`src/shared/iav_regs.svh`:
```
`ifndef IAV_REGS_SVH
`define IAV_REGS_SVH

// Vector slot = vector value / 4
`define IAV_NSRC        64
`define IAV_NMASK_SLOTS 10
`define IAV_VEC_BASE    24'hFFFF00
`define IAV_VEC_AREA    24'h000100
`define IAV_MASK_RESET  3'h7
`define IAV_LVL_NMI     3'h7
`define IAV_LVL_MAX_MSK 3'h6
`define IAV_LVL_MIN_MSK 3'h1
`define IAV_STACK_STEP  24'h000004
`define IAV_SR_MASK_LSB 12
`define IAV_VALID_SLOTS 64'h0000_8003_4FD0_3FFF

`define IAV_SLOT_TRAP0  6'h00
`define IAV_SLOT_TRAP2  6'h02
`define IAV_SLOT_NMI    6'h08
`define IAV_SLOT_WDOG   6'h09
`define IAV_SLOT_EXT0   6'h0A
`define IAV_SLOT_SFRWP  6'h14
`define IAV_SLOT_TMR8   6'h16
`define IAV_SLOT_T16OVF 6'h1E
`define IAV_SLOT_SRX    6'h20
`define IAV_SLOT_STX    6'h21
`define IAV_SLOT_I2C    6'h2F

`endif

```
`src/shared/iav_pkg.sv`:
```
`include "iav_regs.svh"

package iav_pkg;

  typedef enum logic [7:0] {
    ST_IDLE   = 8'h01,
    ST_PUSHPC = 8'h02,
    ST_PUSHSR = 8'h04,
    ST_FETCH  = 8'h08,
    ST_FIRST  = 8'h10,
    ST_POPSR  = 8'h20,
    ST_POPPC  = 8'h40
  } seq_t;

  typedef struct packed {
    seq_t        st;
    logic [63:0] pend;
    logic [2:0]  mask;
    logic [7:0]  nest;
    logic [23:0] sp;
    logic [5:0]  idx;
    logic [2:0]  lvl;
    logic        memReq;
    logic        memWe;
    logic [23:0] memAddr;
    logic [31:0] memWdata;
    logic        vecValid;
    logic [15:0] vecOut;
    logic [7:0]  dmaVec;
    logic        handlerValid;
    logic [23:0] handlerAddr;
    logic        retValid;
    logic [23:0] retPc;
    logic [15:0] retSr;
    logic        busy;
  } ctl_t;

endpackage

```
`src/shared/arb_if.sv`:
```
`timescale 1ns/1ps

interface arb_if;
  logic [63:0]  req;
  logic [191:0] lvl;
  logic         found;
  logic [5:0]   winIdx;
  logic [2:0]   winLvl;

  modport ctl (output req, output lvl, input found, input winIdx, input winLvl);
  modport arb (input req, input lvl, output found, output winIdx, output winLvl);
endinterface

```
`src/hdl/level_arbiter.sv`:
```
`timescale 1ns/1ps

module level_arbiter import iav_pkg::*; (
  arb_if.arb a
);

  // Downward scan with >= so the smallest slot wins a tie
  always_comb begin
    a.found  = 1'b0;
    a.winIdx = 6'h00;
    a.winLvl = 3'h0;
    for (int i = 63; i >= 0; i--) begin
      if (a.req[i] && a.lvl[3*i +: 3] >= a.winLvl) begin
        a.found  = 1'b1;
        a.winIdx = 6'(i);
        a.winLvl = a.lvl[3*i +: 3];
      end
    end
  end
endmodule

```
`src/hdl/interrupt_accept_vector.sv`:
```
// Contract
// - On acceptance the winning vector is presented first.
// - Equal-level ties resolved by fixed ordering; chosen pending bit cleared.
// - At equal level, smaller vector value wins over larger one.
// - PC and status word pushed on the system stack.
// - Mask loaded with accepted level plus one, or 7 for level 7.
// - Nesting counter increments on each acceptance.
// - Handler address read from vector base plus vector, then jumped to.
// - Return restores PC and status word, nesting counter decrements.
// - Non-maskable always serviced; maskable at level 0 or 7 never.
// - Accept when request level is at least the mask level.
// - Requests passing the raised mask nest inside a running handler.
// - New requests wait until the handler's first instruction completes.
// - Reset sets mask level to 7.
// - Vector area is the top 256 bytes, four bytes per entry.
// - Reset/trap 0 at vector 0, traps four apart, pin NMI at 20H.
// - Illegal instruction raises the trap 2 vector.
// - External pins 0..3 use vectors 28H..34H, DMA vectors 0AH..0DH.
// - Register write protection uses vector 50H, DMA vector 14H.
// - 8-bit timers at 58H upward, four apart, DMA vector 16H.
// - 16-bit timer overflow at 78H, DMA vector 1EH.
// - Serial receive at 80H with DMA 20H, transmit at 84H.
// - I2C transfer end has its own vector, BCH.
// - Only the highest-level pending request is forwarded.
// - Non-maskable carry level 7; maskable levels 1..6 effective.
`timescale 1ns/1ps
`include "iav_regs.svh"

module interrupt_accept_vector import iav_pkg::*; (
  // Clock and reset
  input  wire logic         clk_sys,
  input  wire logic         rst_n,
  // Sources, one bit per vector slot; levels three bits per slot
  input  wire logic [63:0]  srcReq,
  input  wire logic         illegalInst,
  input  wire logic [63:0]  swClr,
  input  wire logic [191:0] srcLevel,
  // Core execution side
  input  wire logic         instrDone,
  input  wire logic         eiStrobe,
  input  wire logic [2:0]   eiLevel,
  input  wire logic         retiReq,
  input  wire logic         spLoad,
  input  wire logic [23:0]  spValue,
  input  wire logic [23:0]  curPc,
  input  wire logic [15:0]  curSr,
  // Memory port
  output logic              memReq,
  output logic              memWe,
  output logic [23:0]       memAddr,
  output logic [31:0]       memWdata,
  input  wire logic         memAck,
  input  wire logic [31:0]  memRdata,
  // Vectoring results
  output logic              vecValid,
  output logic [15:0]       vecOut,
  output logic [7:0]        dmaVec,
  output logic              handlerValid,
  output logic [23:0]       handlerAddr,
  output logic              retValid,
  output logic [23:0]       retPc,
  output logic [15:0]       retSr,
  // Status
  output logic [2:0]        maskLevel,
  output logic [7:0]        nestDepth,
  output logic [23:0]       stackPtr,
  output logic              busy
);

  ctl_t        q;
  ctl_t        d;
  logic [63:0] reqIn;
  logic [63:0] winOneHot;
  logic        accept;

  arb_if arb ();

  level_arbiter u_arb (
    .a (arb)
  );

  // Illegal opcode shares the trap 2 slot
  always_comb begin
    reqIn = srcReq;
    reqIn[`IAV_SLOT_TRAP2] = srcReq[`IAV_SLOT_TRAP2] | illegalInst;
  end

  // Effective level per slot; disabled settings drop out of arbitration
  for (genvar i = 0; i < 64; i++) begin : g_lvl
    logic ok;
    if (i < `IAV_NMASK_SLOTS) begin : g_nm
      assign ok = 1'b1;
      assign arb.lvl[3*i +: 3] = `IAV_LVL_NMI;
    end else begin : g_m
      // Programmed level only matters for maskable slots
      logic [2:0] prog;
      assign prog = srcLevel[3*i +: 3];
      assign ok = (prog >= `IAV_LVL_MIN_MSK) && (prog <= `IAV_LVL_MAX_MSK);
      assign arb.lvl[3*i +: 3] = ok ? prog : 3'h0;
    end
    assign arb.req[i] = q.pend[i] & ok;
  end

  // Evaluation happens only at an instruction boundary outside the sequence
  assign accept = q.st == ST_IDLE && !retiReq && instrDone
                  && arb.found && arb.winLvl >= q.mask;
  assign winOneHot = accept ? (64'h0000_0000_0000_0001 << arb.winIdx) : 64'h0;

  always_comb begin
    d = q;
    d.vecValid     = 1'b0;
    d.handlerValid = 1'b0;
    d.retValid     = 1'b0;
    // Set wins over either clear
    d.pend = (q.pend & ~swClr & ~winOneHot)
             | (reqIn & `IAV_VALID_SLOTS);
    if (spLoad && q.st == ST_IDLE) begin
      d.sp = spValue;
    end
    unique case (q.st)
      ST_IDLE: begin
        if (eiStrobe) begin
          d.mask = eiLevel;
        end
        if (retiReq) begin
          d.memReq  = 1'b1;
          d.memWe   = 1'b0;
          d.memAddr = q.sp;
          d.busy    = 1'b1;
          d.st      = ST_POPSR;
        end else if (accept) begin
          d.idx      = arb.winIdx;
          d.lvl      = arb.winLvl;
          d.vecValid = 1'b1;
          d.vecOut   = {8'h00, arb.winIdx, 2'b00};
          // Non-maskable slots have no DMA start vector
          d.dmaVec   = (arb.winIdx < 6'(`IAV_NMASK_SLOTS)) ? 8'h00
                       : {2'b00, arb.winIdx};
          d.sp       = q.sp - `IAV_STACK_STEP;
          d.memReq   = 1'b1;
          d.memWe    = 1'b1;
          d.memAddr  = q.sp - `IAV_STACK_STEP;
          d.memWdata = {8'h00, curPc};
          d.busy     = 1'b1;
          d.st       = ST_PUSHPC;
        end
      end
      ST_PUSHPC: begin
        if (memAck) begin
          d.sp       = q.sp - `IAV_STACK_STEP;
          d.memAddr  = q.sp - `IAV_STACK_STEP;
          d.memWdata = {16'h0000, curSr};
          d.st       = ST_PUSHSR;
        end
      end
      ST_PUSHSR: begin
        if (memAck) begin
          d.mask    = (q.lvl == 3'h7) ? 3'h7 : q.lvl + 3'h1;
          d.nest    = q.nest + 8'h01;
          d.memWe   = 1'b0;
          d.memAddr = `IAV_VEC_BASE | {16'h0000, q.vecOut[7:0]};
          d.st      = ST_FETCH;
        end
      end
      ST_FETCH: begin
        if (memAck) begin
          d.memReq       = 1'b0;
          d.handlerAddr  = memRdata[23:0];
          d.handlerValid = 1'b1;
          d.st           = ST_FIRST;
        end
      end
      ST_FIRST: begin
        // Hold off the next evaluation for one handler instruction
        if (instrDone) begin
          d.busy = 1'b0;
          d.st   = ST_IDLE;
        end
      end
      ST_POPSR: begin
        if (memAck) begin
          d.retSr   = memRdata[15:0];
          d.mask    = memRdata[`IAV_SR_MASK_LSB +: 3];
          d.sp      = q.sp + `IAV_STACK_STEP;
          d.memAddr = q.sp + `IAV_STACK_STEP;
          d.st      = ST_POPPC;
        end
      end
      ST_POPPC: begin
        if (memAck) begin
          d.memReq   = 1'b0;
          d.retPc    = memRdata[23:0];
          d.retValid = 1'b1;
          d.sp       = q.sp + `IAV_STACK_STEP;
          d.nest     = q.nest - 8'h01;
          d.busy     = 1'b0;
          d.st       = ST_IDLE;
        end
      end
      default: begin
        d.st     = ST_IDLE;
        d.memReq = 1'b0;
        d.busy   = 1'b0;
      end
    endcase
  end

  always_ff @(posedge clk_sys) begin
    if (!rst_n) begin
      q      <= '0;
      q.st   <= ST_IDLE;
      q.mask <= `IAV_MASK_RESET;
    end else begin
      q <= d;
    end
  end

  assign memReq       = q.memReq;
  assign memWe        = q.memWe;
  assign memAddr      = q.memAddr;
  assign memWdata     = q.memWdata;
  assign vecValid     = q.vecValid;
  assign vecOut       = q.vecOut;
  assign dmaVec       = q.dmaVec;
  assign handlerValid = q.handlerValid;
  assign handlerAddr  = q.handlerAddr;
  assign retValid     = q.retValid;
  assign retPc        = q.retPc;
  assign retSr        = q.retSr;
  assign maskLevel    = q.mask;
  assign nestDepth    = q.nest;
  assign stackPtr     = q.sp;
  assign busy         = q.busy;
endmodule

```
`config.mk`:
```
export PLATFORM = sky130hd
export DESIGN_NAME = interrupt_accept_vector
export DESIGN_NICKNAME = d
export VERILOG_FILES = /design/src/shared/iav_pkg.sv /design/src/shared/arb_if.sv /design/src/hdl/level_arbiter.sv /design/src/hdl/interrupt_accept_vector.sv
export VERILOG_INCLUDE_DIRS = /design/src /design/src/shared
export SDC_FILE = /design/constraint.sdc
export NUM_CORES = 1
export LEC_CHECK = 0
export BUFFER_PORTS_ARGS = -buffer_cell sky130_fd_sc_hd__buf_4
export CAP_MARGIN = 20
export CORE_AREA = 4 4 234 236
export CTS_CLUSTER_DIAMETER = 50
export DETAILED_ROUTE_END_ITERATION = 16
export DIE_AREA = 0 0 238 240
export PLACE_DENSITY = 0.68
export SYNTH_ARGS = -nofsm -noshare
export SYNTH_HDL_FRONTEND = slang
export SYNTH_SLANG_ARGS = --single-unit
```
`constraint.sdc`:
```
create_clock -name clk_sys -period 175.8 [get_ports clk_sys]
set_clock_uncertainty 0.2 [all_clocks]
set_input_delay 35.16 -clock clk_sys [delete_from_list [all_inputs] [get_ports clk_sys]]
set_output_delay 35.16 -clock clk_sys [all_outputs]
set_load 0.01 [all_outputs]
```
==> qor.yml <==
critPathMostFrequentCell: "ha_1"
crit_arrival_ns: 121.90
vdd_drop_max_mv: 0.00809
synth_ff_type: "dfxtp_1"
cts_setup_buffers: 0
hold_violations: 0
antenna_found_initial: 8
yosys-top-cells-area: "dfxtp_1 (21%), ha_1 (9.1%), nand2_1 (8.4%), buf_4 (5.8%), a21boi_0 (5.5%)"
synth_xor_area_share_pct: 1.56
grt_use_met2_pct: 48.8
synthAdderAreaFrac_pct: 9.08
leakagePower_nw: 12.1
place_congestion: 0.997
nNetsFinal: 4071
critPathMaxStageDelay_ns: 0.86
synth-edff-count: 0
syn2layout_area_growth_pct: 19.9
cts.path.max_buffers: 3
synth.distinct_cells: 103
overflow: 0
path_max_fanout: 64
grt_pass1_vias: 22400
io_pins: 612
synth-compound-area-share_pct: 30.4
max_freq_ghz: 0.00822
use_met1_pct: 35.3
via_per_inst: 5.75
die_x_um: 238
wl_per_cell_um: 20.6
syn_area_um2: 23000
synth_top_area_share_pct: 20.7
die_area_um2: 57100
row_count: 84
cts_tree: "yes"
min_period_ns: 121.58
synth-seq-area-share_pct: 20.7
synth_top_area_cell: "dfxtp_1"
grt_max_degree: 105
drv_cap: 0
cts_sinks: 238
drcViolationCount: 0
muxShareOfSynthArea_pct: 2.83
grt_use_met3_pct: 5.72
synthCells: 3185
fp.dieH_um: 240
setup_viol: 0
drt_iter0_drc: 1740
p_total_mw: 0.237
regToRegSetupSlack_ns: 88.51
portBuffers: 514
hpwlAfterDp_um: 67500
ant_nets: 0
crit_required_ns: 176.11
hold_path_class: "reg -> reg"
core_um2: 52400
cts_resized: 0
ctsHtreeMaxLevel: 2
grt_use_total_pct: 28.5
path_class: "in -> reg"
drt_pass1_iterations: 8
maxSlewHeadroom_pct: 18.2
grt_setup_unrepaired: "false"
drv_slew: 0
synth_simple_gate_area_share_pct: 25.5
numCtsBuffers: 42
drive_gt1_share_pct: 20.2
cts_root_buf: "clkbuf_16"
synth_most_common_cell: "nand2_1"
ys_ff_latch: 238
power_density_nw_per_um2: 8.60
start_util_pct: 43.9
async_flop_share_pct: 0
clk_latency_ns: 0.58
status: "finished, final reports clean"
synth_common_cells: "nand2_1 (515), dfxtp_1 (238), nor2_1 (237)"
vias: 24200
wl_um: 86400
syn-mean-instance-area_um2: 7.23
worstMarginPinSlew_ns: 1.22
tns_ns: 0
synth_top_family_by_area: "compound AO/OA/AOI/OAI gates"
busiest_layer: "met2"
cp-end-kind: "flop"
hold_buffers: 0
grt_pass1_wl_um: 130000
start_kind: "input pin"
cp_slowest_cell: "a221oi_1"
synth_warnings: 0
clkTransAtPathRegs_ns: 0.05
fin_crit_sh_pct: 69.2
[registers in the layout, summed over array words and instances (netlist names), 3 cells and up]
register	flops
q	70
handlerAddr	24
memAddr	24
memWdata	24
retPc	24
stackPtr	24
retSr	16
arb.req	10
nestDepth	8
dmaVec	5
maskLevel	3
[stage by stage]
stage	setup slack (ns)	hold WS [ns]	cells	utilization, %	cell area [µm²]
detailed placement	54.45	0.228	4119	49.9	26200
global route	46.94	0.257	4200	52.6	27600
CTS	54.73	0.234	4196	52.5	27600
global placement	54.68	0.226	4118	49.9	26200
finish	54.22	0.235	4205	52.6	27600
floorplan	67.09	0.216	3204	-	23100
[report_power, final]
group          switching, mW  internal [mW]  total [mW]
combinational         0.0528         0.0391      0.0920
sequential           0.00697         0.0581      0.0650
clock                 0.0323         0.0480      0.0803
total                 0.0921          0.145       0.237
[cells by family after synthesis]
group / Yosys count
simple gates: 1245
compound gates: 1008
buf+inv: 424
flops: 238
fa+ha+maj: 167
mux: 61
xor+xnor: 41
other cells: 1
[worst max-delay path, delay by kind of cell]
| family | cells | cell delay [ns] |
|---|---|---|
| AOI/OAI and AO/OA | 132 | 33.39 |
| adders and majority gates | 54 | 14.66 |
| buffers and inverters | 16 | 2.55 |
| muxes | 13 | 4.91 |
| and+or+nand+nor | 146 | 31.07 |
[path summary, 6_finish.rpt]
check,cells past startpoint,from,to
min reg2reg,2,q[253]$_SDFF_PN0_,q[253]$_SDFF_PN0_
max,361,srcLevel[189],memAddr[4]$_SDFFE_PN0P_
max reg2reg,359,q[257]$_SDFF_PN0_,memAddr[4]$_SDFFE_PN0P_
min,2,q[253]$_SDFF_PN0_,q[253]$_SDFF_PN0_
[layer usage]
layer / vias up / share of wire (%)
li1: 11800 / -
met3: 181 / 8.5
met4: 4 / 4.4
met2: 983 / 47
met1: 11200 / 40
met5: - / 0.035
[cell usage in the layout (no fill, tap or decap), types with 83 or more instances in the layout]
cell type / count
a211oi_1: 83
a21boi_0: 169
a21oi_1: 191
buf_4: 539
dfxtp_1: 238
ha_1: 167
inv_1: 109
nand2_1: 515
nor2_1: 234
o21ai_0: 151
[layout make-up]
class | count | area (µm²)
Timing Repair Buffer | 543 | 4090
Fill cell | 5253 | 24900
Clock inverter | 24 | 244
Sequential cell | 238 | 4760
Inverter | 110 | 413
Clock buffer | 53 | 1130
Multi-Input combinational cell | 2542 | 16100
Tap cell | 688 | 861
Antenna cell | 7 | 17.5
No activity file was read; power rests on OpenSTA's default activity.
